[src/adcreg_pkg.sv]
/*
 * Package for the A/D converter control block: register indices, field
 * positions, reset values, conversion timing and input-source decodes.
 * Assumes a 50 MHz system clock and an Avalon-MM register slave.
 */
`default_nettype none
package adcreg_pkg;
   // Register byte addresses (one 32-bit word each)
   localparam logic [4:0] ADDR_RESULT_HIGH = 5'h00;
   localparam logic [4:0] ADDR_RESULT_LOW  = 5'h04;
   localparam logic [4:0] ADDR_START_FMT   = 5'h08;
   localparam logic [4:0] ADDR_SRC_CLK     = 5'h0C;
   localparam logic [4:0] ADDR_REF_GAIN    = 5'h10;
   localparam logic [4:0] ADDR_BANDGAP     = 5'h14;

   // Start/format/channel register fields
   localparam int BIT_START   = 7;
   localparam int BIT_BUSY    = 6;
   localparam int BIT_ENABLE  = 5;
   localparam int BIT_FORMAT  = 4;
   localparam int CH_MSB      = 3;
   // Source/clock register fields
   localparam int SRC_MSB     = 7;
   localparam int SRC_LSB     = 4;
   localparam int DIV_MSB     = 2;
   // Reference/gain register fields
   localparam int BIT_AMP_EN  = 7;
   localparam int BIT_AMP_IN  = 4;
   localparam int REF_MSB     = 3;
   localparam int REF_LSB     = 2;
   localparam int GAIN_MSB    = 1;
   // Bandgap register field
   localparam int BIT_BG_EN   = 0;

   // Writable masks; other bits are unimplemented and read zero, except the start/format busy bit, which reads status
   localparam logic [7:0] MASK_START_FMT = 8'hBF;
   localparam logic [7:0] MASK_SRC_CLK   = 8'hF7;
   localparam logic [7:0] MASK_REF_GAIN  = 8'h9F;
   localparam logic [7:0] MASK_BANDGAP   = 8'h01;
   localparam logic [7:0] REG_RESET      = 8'h00;

   // Conversion timing in converter clock periods
   localparam logic [4:0] SAMPLE_PERIODS  = 5'h04;
   localparam logic [4:0] CONVERT_PERIODS = 5'h10;
   localparam int         DIV_WIDTH       = 7;

   // Channels
   localparam logic [3:0] LAST_CHANNEL = 4'hA;

   // Input source codes
   typedef enum logic [3:0] {
      ADCREG_SRC_EXT    = 4'h0,
      ADCREG_SRC_VDD    = 4'h1,
      ADCREG_SRC_VDD2   = 4'h2,
      ADCREG_SRC_VDD4   = 4'h3,
      ADCREG_SRC_EXT2   = 4'h4,
      ADCREG_SRC_VR     = 4'h5,
      ADCREG_SRC_VR2    = 4'h6,
      ADCREG_SRC_VR4    = 4'h7,
      ADCREG_SRC_OPAMP  = 4'h8,
      ADCREG_SRC_GND0   = 4'h9,
      ADCREG_SRC_GND1   = 4'hA,
      ADCREG_SRC_GND2   = 4'hB
   } adcreg_src_t;

   // Analog mux selection handed to the converter core
   typedef enum logic [2:0] {
      ADCREG_MUX_EXT   = 3'h0,
      ADCREG_MUX_VDD   = 3'h1,
      ADCREG_MUX_VR    = 3'h2,
      ADCREG_MUX_OPAMP = 3'h3,
      ADCREG_MUX_GND   = 3'h4
   } adcreg_mux_t;
endpackage
`default_nettype wire

[src/adcreg_conv_if.sv]
/*
 * Interface between the register block and the conversion sequencer.
 * Assumes both ends run on the same system clock.
 */
`default_nettype none
interface adcreg_conv_if;
   logic        start;
   logic        enable;
   logic [2:0]  divider;
   logic        busy;
   logic        done;
   logic        sampling;
   logic        ck_tick;
   modport regs (output start, output enable, output divider,
                 input busy, input done, input sampling, input ck_tick);
   modport seq  (input start, input enable, input divider,
                 output busy, output done, output sampling,
                 output ck_tick);
endinterface
`default_nettype wire

[src/adcreg_seq.sv]
/*
 * Conversion sequencer: divides the system clock and counts sampling and
 * conversion periods. Assumes start is a one-cycle pulse from the
 * register block.
 */
`default_nettype none
module adcreg_seq
   import adcreg_pkg::*;
(
   // Clock and reset
   input wire logic   clk,
   input wire logic   rst_n,
   // Register side
   adcreg_conv_if.seq cv
);
   typedef enum logic [1:0] {
      ADCREG_IDLE   = 2'b00,
      ADCREG_SAMPLE = 2'b01,
      ADCREG_CONV   = 2'b11
   } adcreg_state_t;

   adcreg_state_t          state_q;
   logic [DIV_WIDTH-1:0]   div_q;
   logic [4:0]             per_q;
   logic                   tick;

   function automatic logic div_tick(input logic [DIV_WIDTH-1:0] cnt,
                                     input logic [2:0] code);
      logic [DIV_WIDTH-1:0] lim;
      lim = DIV_WIDTH'((8'h01 << code) - 8'h01);
      return cnt == lim;
   endfunction

   // Divider by two to the code value; restarts with each conversion
   assign tick = div_tick(div_q, cv.divider);

   always_ff @(posedge clk) begin
      if (!rst_n || state_q == ADCREG_IDLE || tick) begin
         div_q <= '0;
      end else begin
         div_q <= div_q + 1'b1;
      end
   end

   // 4 sampling then 12 conversion periods, 16 in all
   always_ff @(posedge clk) begin
      if (!rst_n || !cv.enable) begin
         state_q <= ADCREG_IDLE;
         per_q   <= '0;
      end else begin
         unique case (state_q)
            ADCREG_IDLE: begin
               per_q <= '0;
               if (cv.start) begin
                  state_q <= ADCREG_SAMPLE;
               end
            end
            ADCREG_SAMPLE: begin
               if (tick) begin
                  per_q <= per_q + 1'b1;
                  if (per_q + 1'b1 == SAMPLE_PERIODS) begin
                     state_q <= ADCREG_CONV;
                  end
               end
            end
            ADCREG_CONV: begin
               if (tick) begin
                  per_q <= per_q + 1'b1;
                  if (per_q + 1'b1 == CONVERT_PERIODS) begin
                     state_q <= ADCREG_IDLE;
                  end
               end
            end
            default: begin
               state_q <= ADCREG_IDLE;
            end
         endcase
      end
   end

   assign cv.busy     = state_q != ADCREG_IDLE;
   assign cv.sampling = state_q == ADCREG_SAMPLE;
   assign cv.ck_tick  = tick && state_q != ADCREG_IDLE;
   assign cv.done     = cv.enable && state_q == ADCREG_CONV && tick
                        && per_q + 1'b1 == CONVERT_PERIODS;
endmodule
`default_nettype wire

[src/adcreg_top.sv]
/*
 * A/D converter control block: Avalon-MM register slave, result
 * formatting, input and reference selection decode, bandgap and gain
 * amplifier control. Assumes the analog core returns a 12-bit result
 * valid when the sequencer signals done, and an external interrupt
 * controller latches the completion request.
 */
// The register offsets and the Avalon-MM slave port were decided locally.
`default_nettype none
module adcreg_top
   import adcreg_pkg::*;
(
   // Clock and reset
   input  wire logic        clk,
   input  wire logic        rst_n,
   // Avalon-MM slave
   input  wire logic [4:0]  avs_address,
   input  wire logic        avs_read,
   input  wire logic        avs_write,
   input  wire logic [31:0] avs_writedata,
   input  wire logic [3:0]  avs_byteenable,
   output logic      [31:0] avs_readdata,
   output logic             avs_waitrequest,
   output logic      [1:0]  avs_response,
   // Analog converter core
   input  wire logic [11:0] conv_result,
   output logic             converter_enable,
   output logic             conv_sampling,
   output logic             conv_clock_tick,
   output logic      [2:0]  analog_mux_select,
   output logic      [1:0]  analog_mux_scale,
   output logic      [3:0]  external_channel_select,
   output logic             external_channel_connect,
   output logic      [10:0] analog_pin_claim,
   // Reference and amplifier
   output logic             gain_amp_enable,
   output logic             gain_amp_input_select,
   output logic             ext_amp_input_pin_connect,
   output logic      [1:0]  gain_amp_gain_select,
   output logic      [1:0]  reference_source_select,
   output logic             ext_ref_pin_connect,
   output logic             bandgap_enable,
   output logic             bandgap_force_low,
   // Interrupt request
   output logic             conversion_done_irq
);
   adcreg_conv_if cv ();

   logic [7:0]  start_format_channel_q;
   logic [7:0]  source_clock_q;
   logic [7:0]  reference_gain_q;
   logic [7:0]  bandgap_ctrl_q;
   logic [7:0]  result_high_byte_q;
   logic [7:0]  result_low_byte_q;
   logic        start_armed_q;
   logic        ack_q;
   logic [31:0] readdata_q;
   logic        err_q;
   logic        wr_go;
   logic        rd_go;
   logic        start_pulse;
   logic [7:0]  wdata;
   logic [7:0]  rdata;
   logic        hit;
   adcreg_src_t src;

   // One wait state; a write lands only at the edge where waitrequest is
   // low, so a held request is never applied before it is accepted
   assign wr_go = avs_write && ack_q;
   assign rd_go = avs_read && !ack_q;
   assign avs_waitrequest = (avs_read || avs_write) && !ack_q;
   assign wdata = avs_byteenable[0] ? avs_writedata[7:0] : 8'h00;

   function automatic logic [7:0] merge(input logic [7:0] old,
                                        input logic [7:0] nw,
                                        input logic [7:0] mask,
                                        input logic       lane);
      return lane ? (nw & mask) : old;
   endfunction

   function automatic logic is_internal(input adcreg_src_t s);
      return !(s == ADCREG_SRC_EXT || s == ADCREG_SRC_EXT2
               || s[3:2] == 2'b11);
   endfunction

   always_ff @(posedge clk) begin
      if (!rst_n) begin
         ack_q <= 1'b0;
      end else begin
         ack_q <= (avs_read || avs_write) && !ack_q;
      end
   end

   // Control registers; busy bit is kept out of storage
   always_ff @(posedge clk) begin
      if (!rst_n) begin
         start_format_channel_q <= REG_RESET;
         source_clock_q         <= REG_RESET;
         reference_gain_q       <= REG_RESET;
         bandgap_ctrl_q         <= REG_RESET;
      end else if (wr_go) begin
         unique case (avs_address)
            ADDR_START_FMT: start_format_channel_q <=
               merge(start_format_channel_q, wdata, MASK_START_FMT,
                     avs_byteenable[0]);
            ADDR_SRC_CLK: source_clock_q <=
               merge(source_clock_q, wdata, MASK_SRC_CLK,
                     avs_byteenable[0]);
            ADDR_REF_GAIN: reference_gain_q <=
               merge(reference_gain_q, wdata, MASK_REF_GAIN,
                     avs_byteenable[0]);
            ADDR_BANDGAP: bandgap_ctrl_q <=
               merge(bandgap_ctrl_q, wdata, MASK_BANDGAP,
                     avs_byteenable[0]);
            default: begin
            end
         endcase
      end
   end

   // A high write arms; the following low write fires the conversion
   assign start_pulse = start_armed_q
                        && !start_format_channel_q[BIT_START];
   always_ff @(posedge clk) begin
      if (!rst_n) begin
         start_armed_q <= 1'b0;
      end else if (start_format_channel_q[BIT_START]) begin
         start_armed_q <= 1'b1;
      end else begin
         start_armed_q <= 1'b0;
      end
   end

   assign cv.start   = start_pulse;
   assign cv.enable  = start_format_channel_q[BIT_ENABLE];
   assign cv.divider = source_clock_q[DIV_MSB:0];

   adcreg_seq u_seq (
      .clk   (clk),
      .rst_n (rst_n),
      .cv    (cv.seq)
   );

   // Results load only on completion, both bytes in one edge; a disabled
   // converter never completes, so the old result is kept
   always_ff @(posedge clk) begin
      if (!rst_n) begin
         result_high_byte_q <= REG_RESET;
         result_low_byte_q  <= REG_RESET;
      end else if (cv.done) begin
         if (start_format_channel_q[BIT_FORMAT]) begin
            result_high_byte_q <= {4'h0, conv_result[11:8]};
            result_low_byte_q  <= conv_result[7:0];
         end else begin
            result_high_byte_q <= conv_result[11:4];
            result_low_byte_q  <= {conv_result[3:0], 4'h0};
         end
      end
   end

   always_comb begin
      hit   = 1'b1;
      rdata = 8'h00;
      unique case (avs_address)
         ADDR_RESULT_HIGH: rdata = result_high_byte_q;
         ADDR_RESULT_LOW:  rdata = result_low_byte_q;
         ADDR_START_FMT: begin
            rdata = start_format_channel_q;
            rdata[BIT_BUSY] = cv.busy;
         end
         ADDR_SRC_CLK:     rdata = source_clock_q;
         ADDR_REF_GAIN:    rdata = reference_gain_q;
         ADDR_BANDGAP:     rdata = bandgap_ctrl_q;
         default:          hit = 1'b0;
      endcase
   end

   // Unmapped addresses read zero with a slave-error response
   always_ff @(posedge clk) begin
      if (!rst_n) begin
         readdata_q <= 32'h0000_0000;
         err_q      <= 1'b0;
      end else if (rd_go || wr_go) begin
         readdata_q <= rd_go ? {24'h00_0000, rdata} : 32'h0000_0000;
         err_q      <= !hit;
      end
   end
   assign avs_readdata = readdata_q;
   assign avs_response = err_q ? 2'b10 : 2'b00;

   // Analog routing decode
   assign src = adcreg_src_t'(source_clock_q[SRC_MSB:SRC_LSB]);
   always_comb begin
      analog_mux_scale = 2'b00;
      unique case (src)
         ADCREG_SRC_VDD, ADCREG_SRC_VDD2, ADCREG_SRC_VDD4: begin
            analog_mux_select = ADCREG_MUX_VDD;
            analog_mux_scale  = 2'(src - ADCREG_SRC_VDD);
         end
         ADCREG_SRC_VR, ADCREG_SRC_VR2, ADCREG_SRC_VR4: begin
            analog_mux_select = ADCREG_MUX_VR;
            analog_mux_scale  = 2'(src - ADCREG_SRC_VR);
         end
         ADCREG_SRC_OPAMP: analog_mux_select = ADCREG_MUX_OPAMP;
         ADCREG_SRC_GND0, ADCREG_SRC_GND1, ADCREG_SRC_GND2:
            analog_mux_select = ADCREG_MUX_GND;
         default: analog_mux_select = ADCREG_MUX_EXT;
      endcase
   end

   assign external_channel_select = start_format_channel_q[CH_MSB:0];
   // Codes past the last channel connect nothing, leaving the input open
   assign external_channel_connect = converter_enable && !is_internal(src)
        && external_channel_select <= LAST_CHANNEL;
   // Claimed pins drop digital function and pull-high in the pad ring
   always_comb begin
      analog_pin_claim = 11'h000;
      if (external_channel_connect) begin
         analog_pin_claim[external_channel_select] = 1'b1;
      end
   end

   assign converter_enable = cv.enable;
   assign conv_sampling    = cv.sampling;
   assign conv_clock_tick  = cv.ck_tick;

   // Amplifier enable is software's duty; the block only passes it on
   assign gain_amp_enable = reference_gain_q[BIT_AMP_EN];
   assign gain_amp_input_select = reference_gain_q[BIT_AMP_IN];
   assign ext_amp_input_pin_connect =
      !reference_gain_q[BIT_AMP_IN];
   assign gain_amp_gain_select = reference_gain_q[GAIN_MSB:0];
   assign reference_source_select =
      reference_gain_q[REF_MSB:REF_LSB];
   assign ext_ref_pin_connect =
      reference_gain_q[REF_MSB:REF_LSB] == 2'b01;
   assign bandgap_enable    = bandgap_ctrl_q[BIT_BG_EN];
   assign bandgap_force_low = !bandgap_ctrl_q[BIT_BG_EN];

   assign conversion_done_irq = cv.done;
endmodule
`default_nettype wire

[config.mk]
export PLATFORM = sky130hd
export DESIGN_NAME = adcreg_top
export DESIGN_NICKNAME = d
export VERILOG_FILES = /design/src/adcreg_pkg.sv /design/src/adcreg_conv_if.sv /design/src/adcreg_seq.sv /design/src/adcreg_top.sv
export SDC_FILE = /design/constraint.sdc
export NUM_CORES = 1
export LEC_CHECK = 0
export ABC_AREA = 1
export BUFFER_PORTS_ARGS = -buffer_cell sky130_fd_sc_hd__buf_2
export CAP_MARGIN = 20
export CORE_UTILIZATION = 50
export DETAILED_ROUTE_END_ITERATION = 16
export PLACE_DENSITY = 0.77
export SLEW_MARGIN = 20
export SYNTH_ARGS = -nofsm -noshare
export SYNTH_HDL_FRONTEND = slang
export SYNTH_SLANG_ARGS = --single-unit
export TNS_END_PERCENT = 100
[constraint.sdc]
create_clock -name clk -period 2.1 [get_ports clk]
set_input_delay 0.105 -clock clk [delete_from_list [all_inputs] [get_ports clk]]
set_output_delay 0.105 -clock clk [all_outputs]
set_load 0.02 [all_outputs]
Yosys cells after proc, flatten, opt, wreduce, memory -nomap -nowiden
Cells that the tools add are included.
- div/mod/pow operators: 0
- multipliers: 0
- muxes and demuxes: 20
- bitwise operators: 0
- add/subtract/negate cells: 5
- $lt $le $gt $ge: 3
- shift operators: 1
- equality and inequality tests: 29
- reductions and logical operators: 41
- operator list (cell ; count):
    8-bit case mux with 6 select lines ; 1
    8-bit two-way mux ; 3
    4-bit by 3-bit equality test with 1-bit output, second input constant ; 4
    4-bit equality test, second input constant ; 4
    5-bit equality test, second input constant ; 3
    2-bit two-way mux ; 6
    3-bit case mux with 4 select lines ; 1
    3-bit AND reduction ; 4
    1-bit logical AND ; 11
    11-bit two-way mux ; 1
    5-bit by 3-bit equality test with 1-bit output, second input constant ; 2
    5-bit by 4-bit equality test with 1-bit output, second input constant ; 2
    2-bit by 1-bit inequality test with 1-bit output, second input constant ; 5
    5-bit case mux with 2 select lines ; 1
    3-bit OR reduction ; 3
    4-bit by 2-bit equality test with 1-bit output, second input constant ; 2
    7-bit by 1-bit adder with 7-bit output, second input constant ; 1
    7-bit equality test ; 1
    1-bit zero test ; 7
    1-bit logical OR ; 7
    1-bit by 3-bit left shift with 7-bit output, first input constant ; 1
    7-bit by 1-bit subtractor with 7-bit output, second input constant ; 1
    2-bit case mux with 3 select lines ; 1
    6-bit OR reduction ; 1
    20 further kinds ; 26
- input bits: 57
- bits in latches: 0
- output and inout bits: 70
- logic and storage cells: 112
- memories kept: 0
- register bits: 86
- ROM bits: 0
- RAM bits: 0

Longest topological paths before layout
Gate-level depths: netlist (run 1).
- word-level depth: 6
- gate-level depth with buffers: 13
- gate-level depth less buffers: 12

By module
From an unflattened synthesis (run 1), not the netlist that was laid out.
- cell total of the unflattened synthesis: 528
- area total of the unflattened synthesis: 3681.0 um^2
- modules (own cells, without submodules) (module ; area an instance (um^2) ; times used ; sequential area each (um^2) ; cells an instance):
    adcreg_top ; 2741.4 ; 1 ; 960.9 ; 388
    adcreg_seq ; 939.7 ; 1 ; 280.3 ; 140

Worst setup path after synthesis (run 1)
No wires, ideal clock.
- path type: register to output
- start point: register source_clock_q[4]
- end point: output port analog_pin_claim[2]
- required time: 1.995 ns
- buffers on the path: 0
- path slack: 0.122 ns
- cell stages (with the launch flop): 9
- data arrival time: 1.873 ns
- cells stage by stage: dfxtp_1 > inv_1 > ha_1 > inv_1 > a211oi_1 > inv_1 > nor2_1 > inv_1 > nor3_1
- word-level cells in the longest chain between the ends: 6
- elaborated cells between the ends (all ways): 7
- those cells by class: eq/ne: 1; mux: 1; reduce/logical: 5
- ends and longest elaborated chain (element ; line ; text):
    start: declaration ; adcreg_top.sv:50 ; logic [7:0] source_clock_q;
    start signal: assignment ; adcreg_top.sv:106 ; ADDR_SRC_CLK: source_clock_q <=
    4-bit by 3-bit equality test with 1-bit output / 4-bit zero test (equally long branches) ; adcreg_top.sv:82 ; return !(s == ADCREG_SRC_EXT || s == ADCREG_SRC_EXT2
    1-bit logical OR * ; adcreg_top.sv:82 ;
    1-bit logical OR * ; adcreg_top.sv:83 ; || s[3:2] == 2'b11);
    1-bit logical AND * ; adcreg_top.sv:213 ; assign external_channel_connect = converter_enable && !is_internal(src)
    1-bit logical AND * ; adcreg_top.sv:214 ; && external_channel_select <= LAST_CHANNEL;
    via external_channel_connect ; adcreg_top.sv:33 ; output logic external_channel_connect,
    11-bit two-way mux * ; adcreg_top.sv:218 ; if (external_channel_connect) begin
    end: declaration ; adcreg_top.sv:34 ; output logic [10:0] analog_pin_claim,
Mark *: on every way through the listed nets, which the timed path passes. The rest lies on a longest branch.

Worst setup path after layout (run 1)
- start point: register source_clock_q[4]
- end point: output port analog_pin_claim[8]
- word-level cells in the longest chain between the ends: 6
- elaborated cells between the ends (all ways): 7
- those cells by class: eq/ne: 1; mux: 1; reduce/logical: 5
- ends and longest elaborated chain (element ; line):
    4-bit by 3-bit equality test with 1-bit output / 4-bit zero test (equally long branches) ; adcreg_top.sv:82
    1-bit logical OR * ; adcreg_top.sv:82
    1-bit logical OR * ; adcreg_top.sv:83
    1-bit logical AND * ; adcreg_top.sv:213
    1-bit logical AND * ; adcreg_top.sv:214
    11-bit two-way mux * ; adcreg_top.sv:218
Mark *: on every way between the ends. The rest lies on a longest branch, timed or not.

==> impl_results.md, run 1 <==
* Status: complete, no violations
* Min-delay worst type: in2reg
* CTS H-tree depth at 3
* Net Sw Power at 0.645 mW
* Post-synthesis cell count at 544
* Post-route minimum period at 2.01 ns
* Final period utilization at 0.958
* Maximum clock insertion buffer count at 2
* I/O pin count at 127
* DR iter-0 viols at 183
* Die ar. at 7550 um^2
* Synth warnings at 0
* Mapped Area at 3600 um^2
* Arr. time, crit path at 1.91 ns
* DR vias/cell at 4.93
* CP cell instances: inv_1 -> ha_1 -> inv_1 -> a211oi_2 -> inv_2 -> nor2_4 -> nand3_2 -> nor2_2 -> buf_4
* Final Hold Slack at 0.0121 ns
* Final Power at 2.66 mW
* CTS sink cnt at 62
* Post-synth EDFFs at 0
* Crit path top cell by count: inv_1
* Worst slack, placed at 0.222 ns
* FP Rows at 30
* Post-synth top flop: dfxtp_1
* Placed inst area at 3900 um^2
* Combinational power share at 0.063
* Final setup fails at 0
* I/O Buffers at 74
* Sw frac at 0.242
* CTS buffer count at 9
* Peak VDD IR at 0.000400 V
* Critical-path top delay cell: dfxtp_2
* Layout cell share with drive strength beyond 1 at 0.206
* Seq pwr share at 0.444
* Clk_skew at 0.00974 ns
* Critical path required time at 2.00 ns
* RePlAce Congestion at 0.849
* Clk pwr share at 0.493
* Area Growth Syn to Fin at 17.4%
* Slew @ Worst Pin at 0.540 ns
* Synth Register Bits at 62
* DRC at 0
* CP Max Fanout at 5
* Worst slew margin at 0.639
* Placed cell count at 700
* Setup crit end kind: output port
* Post-synthesis sequential area ratio at 0.345
* Max Cap Viol at 0
* CP top delay family: simple AND/OR/NAND/NOR gates
* Die height at 86.9 um
* Post-detail-place hpwl at 6460 um
* Final Instance Count excl. Fillers at 722
* Internal power at 2.02 mW
* Commonest non-fill, non-tap cell in the layout: nand2_1
* NumNets Final at 684
* Synth area leader: dfxtp_1
* Final WS setup at 0.0884 ns
* Area share of the largest cell type after synthesis at 0.345
* Initial Util at 0.524
* Synth top area cells: dfxtp_1 34%, nand2_1 12%, nor2_1 9.2%
* Leakage power at 2.02 nW
* CP bufs+invs at 4
* Count of cell types in the netlist at 35
* Fin area at 4230 um^2
* Hold Vio Cnt, Final at 0
* Core Region at 6870 um^2
* Post-synth ARST share at 0
* Crit Path Class: reg2out
* GR Overflow Total at 0
* WL final at 8650 um
* Gr usage total at 0.244
* Detail Route Antenna Nets at 0
* TritonRoute pass-1 iters at 4
* Wire per inst at 12.0 um
* Clock root cell: clkbuf_8
* Number of global-route vias before repair at 3206
* Largest net degree at the start of global routing at 27
* Vias at 3559
* Initial antenna violation count at 0
* Fmax at 0.497 GHz
* Most frequent cells in the layout: 119 x nand2_1, 86 x nor2_1, 72 x buf_2
* First-pass GRT wire length at 14200 um
* Power per standard cell area at 630 nW/um^2
* Die width at 86.9 um
* Syn_area_per_cell at 6.62 um^2
* # diodes at 0
* Clock latency on the worst-skew pair at 0.36 ns
* Slowest stage delay, CP at 0.35 ns
* CP Launch Type: flop
* Final Max Slew Viols at 0
* Clock-pin slew on the worst setup and hold paths at 0.08 ns
* CTS tree: yes
-- metrics by stage --
stage | utilization | setup TNS (ns)
6_report | 0.616 | 0
5_1_grt | 0.616 | -0.0153
4_1_cts | 0.609 | 0
3_5_place_dp | 0.568 | 0
3_3_place_gp | 0.568 | 0
2_1_floorplan | - | 0
-- cell families (layout without fill, tap and decap cells) --
family	Yosys count	after routing	synth area share
XOR/XNOR	4	4	0.00973
adder cells (fa/ha/maj)	6	6	0.0208
AO/OA/AOI/OAI	89	89	0.132
AND/OR/NAND/NOR	271	271	0.333
flip-flops	62	62	0.345
buffers and inverters	111	169	0.159
other	1	25	0.00104
-- layer usage --
metal  wire (um)  track usage  part of all wire  vias up
met5           0            0                 0        -
met4         354        0.174             0.041        0
met3         430       0.0408             0.050       26
met2        3890        0.372              0.45      120
met1        3980        0.314              0.46     1573
li1            -            -                 -     1840
-- flip-flops by register name (all words and copies together) (netlist names) --
name / flops
start_format_channel_q: 7
u_seq.state_q: 2
source_clock_q: 7
u_seq.per_q: 5
start_armed_q: 1
err_q: 1
bandgap_ctrl_q: 1
u_seq.div_q: 7
result_high_byte_q: 8
avs_readdata: 8
ack_q: 1
result_low_byte_q: 8
reference_gain_q: 6
-- tightest hold or removal path, stage by stage --
cell,delay (ns)
buf_2,0.10
nor2_1,0.04
nor2_1,0.08
-- power groups by stage --
stage	Clock (mW)	Combinational [mW]	Sequential, mW
floorplan	0	0.145	1.21
global placement	0	0.162	1.21
global route	1.37	0.186	1.18
finish	1.31	0.168	1.18
CTS	1.33	0.166	1.18
detailed placement	0	0.164	1.21
-- repair_timing --
item,CTS,global route
pin swaps,1,4
endpoints found under the setup margin,9,12
setup buffers,2,3
hold endpoints to repair,1,0
hold buffers,1,0
gates resized for setup,3,10
-- Yosys cell counts (all sizes together), types with 6 or more instances --
library cell	instances
nand3	28
nor3	11
nand4	15
a21oi	33
nand2	122
ha	6
o21ai	44
dfxtp	62
nor2	94
o22ai	6
buf	38
inv	68
-- area by class of cell --
cell class / count / area (um^2)
repair buffers: 84 / 453
clock buffers: 9 / 124
well taps: 96 / 120
multi-input cells: 395 / 1900
inverters: 69 / 264
fillers: 653 / 2640
flip-flops and latches: 62 / 1240
clock inverters: 7 / 121
-- worst paths after layout --
kind                                     startpoint                            endpoint  slack [ns]  cells past startpoint
min                                avs_writedata[1]    reference_gain_q[1]$_SDFFE_PN0P_        0.01                      3
max                  source_clock_q[4]$_SDFFE_PN0P_                 analog_pin_claim[8]        0.09                      9
max reg2reg             u_seq.per_q[0]$_SDFFE_PP0P_  result_high_byte_q[1]$_SDFFE_PN0P_        0.33                      9
min reg2reg  start_format_channel_q[7]$_SDFFE_PN0P_            start_armed_q$_SDFF_PN0_        0.45                      2
(Power assumes the default switching activity.)
==> inputs of run 2 (changes only) <==
--- a/config.mk
+++ b/config.mk
@@ -8,11 +8,13 @@
 export ABC_AREA = 1
 export BUFFER_PORTS_ARGS = -buffer_cell sky130_fd_sc_hd__buf_2
 export CAP_MARGIN = 20
-export CORE_UTILIZATION = 50
+export CORE_MARGIN = 4
+export CORE_UTILIZATION = 51
 export DETAILED_ROUTE_END_ITERATION = 16
-export PLACE_DENSITY = 0.77
+export PLACE_DENSITY = 0.78
 export SLEW_MARGIN = 20
 export SYNTH_ARGS = -nofsm -noshare
 export SYNTH_HDL_FRONTEND = slang
+export SYNTH_HIERARCHICAL = 1
 export SYNTH_SLANG_ARGS = --single-unit
 export TNS_END_PERCENT = 100
==> run 2 against run 1 <==
Against the previous run:
- clock skew is 0.0017 ns higher
- hold slack better by 0.013 ns
- setup slack gained 0.024 ns
- wire length rose by 4.7%
- critical path depth down 1
- synthesized cell count down 2.9%
- cell area increased by 1.4%
- die area increased by 14%
- register-to-register slack worse by 0.21 ns
- synthesized area rose by 2.2%
- final cell count fell by 2.2%
- global-route usage decreased by 3.2 points
==> impl_results.md, run 2 <==
* I/O Buffers at 74 (unchanged)
* Clock latency on the worst-skew pair at 0.35 ns (about the same)
* FP Rows at 30 (unchanged)
* Hold Vio Cnt, Final at 0 (unchanged)
* Layout cell share with drive strength beyond 1 at 0.257 (+0.0513)
* Post-synthesis sequential area ratio at 0.337 (-0.00738)
* Reg area at 1250 um^2 (+0.80%)
* Worst slew margin at 0.663 (+0.0246)
* RePlAce Congestion at 0.897 (+5.7%)
* CTS buffer count at 9 (unchanged)
* Maximum clock insertion buffer count at 2 (unchanged)
* NumNets Final at 669 (-2.2%)
* Count of cell types in the netlist at 36 (+2.9%)
* Critical path required time at 2.00 ns (about the same)
* Die height at 93.0 um (+7.0%)
* Fmax at 0.503 GHz (+1.2%)
* Gr usage total at 0.212 (-0.0320)
* Worst slack, placed at 0.00966 ns (-0.212 ns)
* Largest net degree at the start of global routing at 34 (+26%)
* Final Power at 2.38 mW (-11%)
* Core Region at 6910 um^2 (+0.55%)
* # diodes at 0 (unchanged)
* Hold-fix buffers at CTS at 0 (-1)
* Area Growth Syn to Fin at 16.6%
* Final Hold Slack at 0.0253 ns (+0.0133 ns)
* Synth area leader: dfxtp_1
* First-pass GRT wire length at 14900 um (+4.7%)
* Post-synth EDFFs at 0 (unchanged)
* Post-synth top flop: dfxtp_1
* Die ar. at 8640 um^2 (+14%)
* Most frequent cells in the layout: 88 x nand2_1, 74 x buf_2, 63 x inv_1
* GR Overflow Total at 0 (unchanged)
* CP Launch Type: flop
* Syn_area_per_cell at 6.97 um^2 (+5.3%)
* Leakage power at 1.99 nW (-1.5%)
* Final Max Slew Viols at 0 (unchanged)
* Detail Route Antenna Nets at 0 (unchanged)
* Final setup fails at 0 (unchanged)
* Final period utilization at 0.946 (-0.0116)
* Max Cap Viol at 0 (unchanged)
* Peak VDD IR at 0.000402 V (+0.54%)
* DRC at 0 (unchanged)
* I/O pin count at 127 (unchanged)
* Clock-pin slew on the worst setup and hold paths at 0.07 ns (about the same)
* Power per standard cell area at 554 nW/um^2 (-12%)
* Setup crit end kind: output port
* Multi-input logic area at 1970 um^2 (+3.6%)
* Clk_skew at 0.0114 ns (+0.00168 ns)
* Mapped Area at 3680 um^2 (+2.2%)
* Top post-synthesis cells by count: 89 x nand2_1, 65 x inv_1, 62 x dfxtp_1
* Fill cells at 673 (+3.1%)
* Synth Register Bits at 62 (unchanged)
* DR iter-0 viols at 241 (+32%)
* Arr. time, crit path at 1.88 ns (-0.03 ns)
* Min-delay worst type: in2reg
* Crit Path Class: reg2out
* Initial Util at 0.533 (+0.00856)
* Slew @ Worst Pin at 0.503 ns (-0.0367 ns)
* Number of global-route vias before repair at 3284 (+2.4%)
* Area share of the largest cell type after synthesis at 0.337 (-0.00738)
* Post-synth ARST share at 0 (unchanged)
* CTS sink cnt at 62 (unchanged)
* CTS tree: yes
* CP Max Fanout at 4 (-1)
* Die width at 93.0 um (+7.0%)
* TritonRoute pass-1 iters at 5 (+1)
* Post-synthesis cell count at 528 (-2.9%)
* DR vias/cell at 5.14 (+4.2%)
* Clock root cell: clkbuf_8
* Synth top area cells: dfxtp_1 34%, nand2_1 9.1%, buf_4 6.7%
* Initial antenna violation count at 0 (unchanged)
* Fin area at 4290 um^2 (+1.4%)
* Most frequent cell after synthesis: nand2_1
* Commonest non-fill, non-tap cell in the layout: nand2_1
* Final TNS setup at 0 ns (unchanged)
* Post-detail-place hpwl at 6850 um (+6.2%)
* Final WS setup at 0.113 ns (+0.0245 ns)
* Vias at 3627 (+1.9%)
* Status: complete, no violations
* Synth warnings at 6 (+6)
* Placed inst area at 4040 um^2 (+3.5%)
* Wire per inst at 12.8 um (+7.0%)
* CTS H-tree depth at 3 (unchanged)
* Post-route minimum period at 1.99 ns (-0.0245 ns)
* WL final at 9060 um (+4.7%)
## run 2: cell types whose count changed after synthesis, moves of 7 or more
cell	previous run	this run
nand2_1	119	89
o21ai_0	41	23
nand4_1	14	27
o221ai_1	0	7
o21ai_1	2	16
nor2_1	88	58
## run 2: routing by layer
metal  share of wire  GRT usage  vias up
met5               0          0        -
met4           0.019     0.0916        0
met3           0.054     0.0422       18
met2            0.50      0.343      119
met1            0.43      0.274     1665
li1                -          -     1825
## run 2: final timing paths
| kind | startpoint | end | slack (ns) | cells after the start |
|---|---|---|---|---|
| max reg2reg | u_seq/per_q[1]$_SDFFE_PP0P_ | result_high_byte_q[4]$_SDFFE_PN0P_ | 0.12 | 12 |
| min reg2reg | avs_readdata[1]$_SDFFE_PN0P_ | avs_readdata[1]$_SDFFE_PN0P_ | 0.47 | 2 |
| min | avs_writedata[7] | reference_gain_q[7]$_SDFFE_PN0P_ | 0.03 | 3 |
| max | source_clock_q[5]$_SDFFE_PN0P_ | analog_pin_claim[3] | 0.11 | 8 |
## run 2: layout make-up
type / count / area share
Timing Repair Buffer: 87 / 0.109
Sequential cell: 62 / 0.293
Inverter: 76 / 0.0674
Clock buffer: 9 / 0.0289
Clock inverter: 7 / 0.0152
Tap cell: 96 / 0.0280
Multi-Input combinational cell: 369 / 0.459
## run 2: worst max-delay path, cell delays in order (launching register included)
cell      delay [ns]
dfxtp_1         0.35
inv_1           0.11
ha_1            0.15
inv_1           0.07
a211oi_2        0.25
inv_2           0.09
buf_4           0.15
nor3_1          0.16
buf_2           0.20
## run 2: through the flow
stage | instances | utilization
6_report | 706 | 0.621
5_1_grt | 706 | 0.621
4_1_cts | 704 | 0.614
3_5_place_dp | 687 | 0.585
3_3_place_gp | 687 | 0.585
2_1_floorplan | 552 | -
## run 2: report_power, final
part           switching [mW]  total (mW)  leakage, nW  internal, mW
logic                   0.140       0.186         1.39        0.0460
clock network           0.470        1.01       0.0948         0.538
registers             0.00426        1.18        0.504          1.18
## run 2: cells by family after synthesis
group	synth area share
flip-flops	0.337
other	0.00102
adder cells (fa/ha/maj)	0.0238
AO/OA/AOI/OAI	0.125
buffers and inverters	0.170
XOR/XNOR	0.0119
AND/OR/NAND/NOR	0.331
## run 2: repair_timing
| item | CTS | global route |
|---|---|---|
| cloned | 0 | 1 |
| setup buffers | 1 | 1 |
| pin swaps | 1 | 4 |
| gates resized for setup | 3 | 12 |
| setup endpoints to repair | 12 | 22 |
==> inputs of run 3 (changes only) <==
--- a/config.mk
+++ b/config.mk
@@ -9,9 +9,9 @@
 export BUFFER_PORTS_ARGS = -buffer_cell sky130_fd_sc_hd__buf_2
 export CAP_MARGIN = 20
 export CORE_MARGIN = 4
-export CORE_UTILIZATION = 51
+export CORE_UTILIZATION = 55
 export DETAILED_ROUTE_END_ITERATION = 16
-export PLACE_DENSITY = 0.78
+export PLACE_DENSITY = 0.84
 export SLEW_MARGIN = 20
 export SYNTH_ARGS = -nofsm -noshare
 export SYNTH_HDL_FRONTEND = slang
==> constraint.sdc (replaced) <==
create_clock -name clk -period 2.3 [get_ports clk]
set_input_delay 0.115 -clock clk [delete_from_list [all_inputs] [get_ports clk]]
set_output_delay 0.115 -clock clk [all_outputs]
set_load 0.02 [all_outputs]
==> run 3 against run 2 <==
Against the previous run:
- clock skew fell by 0.0015 ns
- global-route usage grew 0.84 points
- via count is 1.5% lower
- sequential share of layout area grew 0.70 points
- wire length fell by 0.83%
- hold slack improved by 0.025 ns
- sequential power shrank 8%
- combinational power shrank 9%
==> impl_results.md, run 3 (synthesis gave the netlist of run 2 again) <==
* Die ar. at 8070 um^2 (-6.7%)
* Fin area at 4150 um^2 (-3.2%)
* TritonRoute pass-1 iters at 5 (unchanged)
* Worst slack, placed at 0.0503 ns (+0.0406 ns)
* Met3 usage at 0.0426 (+0.000329)
* DR iter-0 viols at 255 (+5.8%)
* WL final at 8980 um (-0.83%)
* Slew @ Worst Pin at 0.554 ns (+0.0513 ns)
* Most frequent cells in the layout: 88 x nand2_1, 74 x buf_2, 65 x inv_1
* Final setup fails at 0 (unchanged)
* Max Cap Viol at 0 (unchanged)
* Largest net degree at the start of global routing at 32 (-5.9%)
* Worst slew margin at 0.629 (-0.0338)
* Fin util at 0.647 (+0.0254)
* Hold Vio Cnt, Final at 0 (unchanged)
* FP Rows at 29 (-3.3%)
* Postcts setup bufs at 0 (-1)
* CTS sink cnt at 62 (unchanged)
* RSZ-0062 raised after global routing: false
* Crit Path Class: reg2reg
* Wire per inst at 13.3 um (+3.4%)
* CTS buffer count at 9 (unchanged)
* Final Max Slew Viols at 0 (unchanged)
* Die width at 89.8 um (-3.4%)
* Die height at 89.8 um (-3.4%)
* Area Growth Syn to Fin at 12.8%
* Commonest non-fill, non-tap cell in the layout: nand2_1
* Final Power at 2.18 mW (-8.3%)
* Power per standard cell area at 525 nW/um^2 (-5.2%)
* Final TNS setup at 0 ns (unchanged)
* RePlAce Congestion at 0.907 (+1.1%)
* Setup crit end kind: flop
* Arr. time, crit path at 2.40 ns (+0.52 ns)
* First-pass GRT wire length at 14800 um (-0.42%)
* Fill cells at 553 (-18%)
* Gr busiest metal: met2
* Clk_skew at 0.00992 ns (-0.00149 ns)
* Gr usage total at 0.221 (+0.00837)
* Final Hold Slack at 0.0506 ns (+0.0252 ns)
* CP Max Fanout at 12 (+8)
* Fmax at 0.468 GHz
* Met2 GRT Util at 0.372 (+0.0284)
* CP Launch Type: flop
* Clock root cell: clkbuf_8
* Initial Util at 0.573 (+0.0402)
* CTS H-tree depth at 3 (unchanged)
* DRC at 0 (unchanged)
* Layout cell share with drive strength beyond 1 at 0.228 (-0.0290)
* Maximum clock insertion buffer count at 2 (unchanged)
* Critical path required time at 2.56 ns (+0.56 ns)
* Min-delay worst type: in2reg
* Post-route minimum period at 2.14 ns
* Placed inst area at 3940 um^2 (-2.4%)
* Status: complete, no violations
* Placed cell count at 662 (-3.6%)
* Clock latency on the worst-skew pair at 0.34 ns (about the same)
* Number of global-route vias before repair at 3225 (-1.8%)
* Peak VDD IR at 0.000416 V (+3.5%)
* # diodes at 0 (unchanged)
* Final Instance Count excl. Fillers at 677 (-4.1%)
* Core Region at 6420 um^2 (-7.0%)
* Initial antenna violation count at 0 (unchanged)
* Hold-fix buffers at CTS at 0 (unchanged)
* DR vias/cell at 5.28 (+2.8%)
* GR Overflow Total at 0 (unchanged)
* Post-detail-place hpwl at 6710 um (-2.2%)
* GR Util met1 at 0.272 (-0.00242)
* I/O Buffers at 74 (unchanged)
* Final WS setup at 0.161 ns (+0.0483 ns)
* NumNets Final at 660 (-1.3%)
* Post-cts sizing count at 0 (-3)
* Vias at 3574 (-1.5%)
* Detail Route Antenna Nets at 0 (unchanged)
* Final period utilization at 0.930
* I/O pin count at 127 (unchanged)
* CTS tree: yes
* Leakage power at 1.94 nW (-2.3%)
* Clock-pin slew on the worst setup and hold paths at 0.07 ns (about the same)
==> run 3: cell types whose count changed in the layout (fill, tap and decap cells not counted), sizes merged <==
cell      delta
clkinv       -2
or2          -1
buf          -8
clkbuf       +2
clkinvlp     -1
==> run 3: critical path, cell delays in order (launching register included) <==
cell     delay (ns)
dfxtp_1        0.52
nand2_1        0.15
nand3_1        0.10
nand3_1        0.12
nor2_4         0.16
nand3_2        0.12
nor2_2         0.15
inv_2          0.07
or2_4          0.28
or2_2          0.28
a21oi_1        0.12
==> run 3: final timing paths <==
path	end	cells past startpoint	slack [ns]	startpoint
setup / recovery	result_high_byte_q[5]$_SDFFE_PN0P_	10	0.16	source_clock_q[2]$_SDFFE_PN0P_
hold / removal	result_low_byte_q[3]$_SDFFE_PN0P_	3	0.05	conv_result[3]
hold reg to reg	avs_readdata[3]$_SDFFE_PN0P_	2	0.46	avs_readdata[3]$_SDFFE_PN0P_
setup reg to reg	result_high_byte_q[5]$_SDFFE_PN0P_	10	0.16	source_clock_q[2]$_SDFFE_PN0P_
==> run 3: cell type report <==
type                       count  area (um^2)  area share
sequential                    62         1240       0.299
multi-input combinational    368         1930       0.464
inverter                      76          289      0.0696
tap                           77         96.3      0.0232
clock buffer                  11          141      0.0340
timing repair buffer          79          408      0.0982
clock inverter                 4         47.5      0.0114
==> run 3: routing by layer <==
| metal | share of wire | up-vias |
|---|---|---|
| li1 | - | 1794 |
| met1 | 0.41 | 1630 |
| met2 | 0.50 | 128 |
| met3 | 0.068 | 22 |
| met4 | 0.028 | 0 |
| met5 | 0 | - |
==> run 3: report_power, final <==
part | internal, mW | switching [mW] | total [mW]
clock | 0.520 | 0.409 | 0.929
sequential | 1.08 | 0.00362 | 1.08
combinational | 0.0414 | 0.128 | 0.170
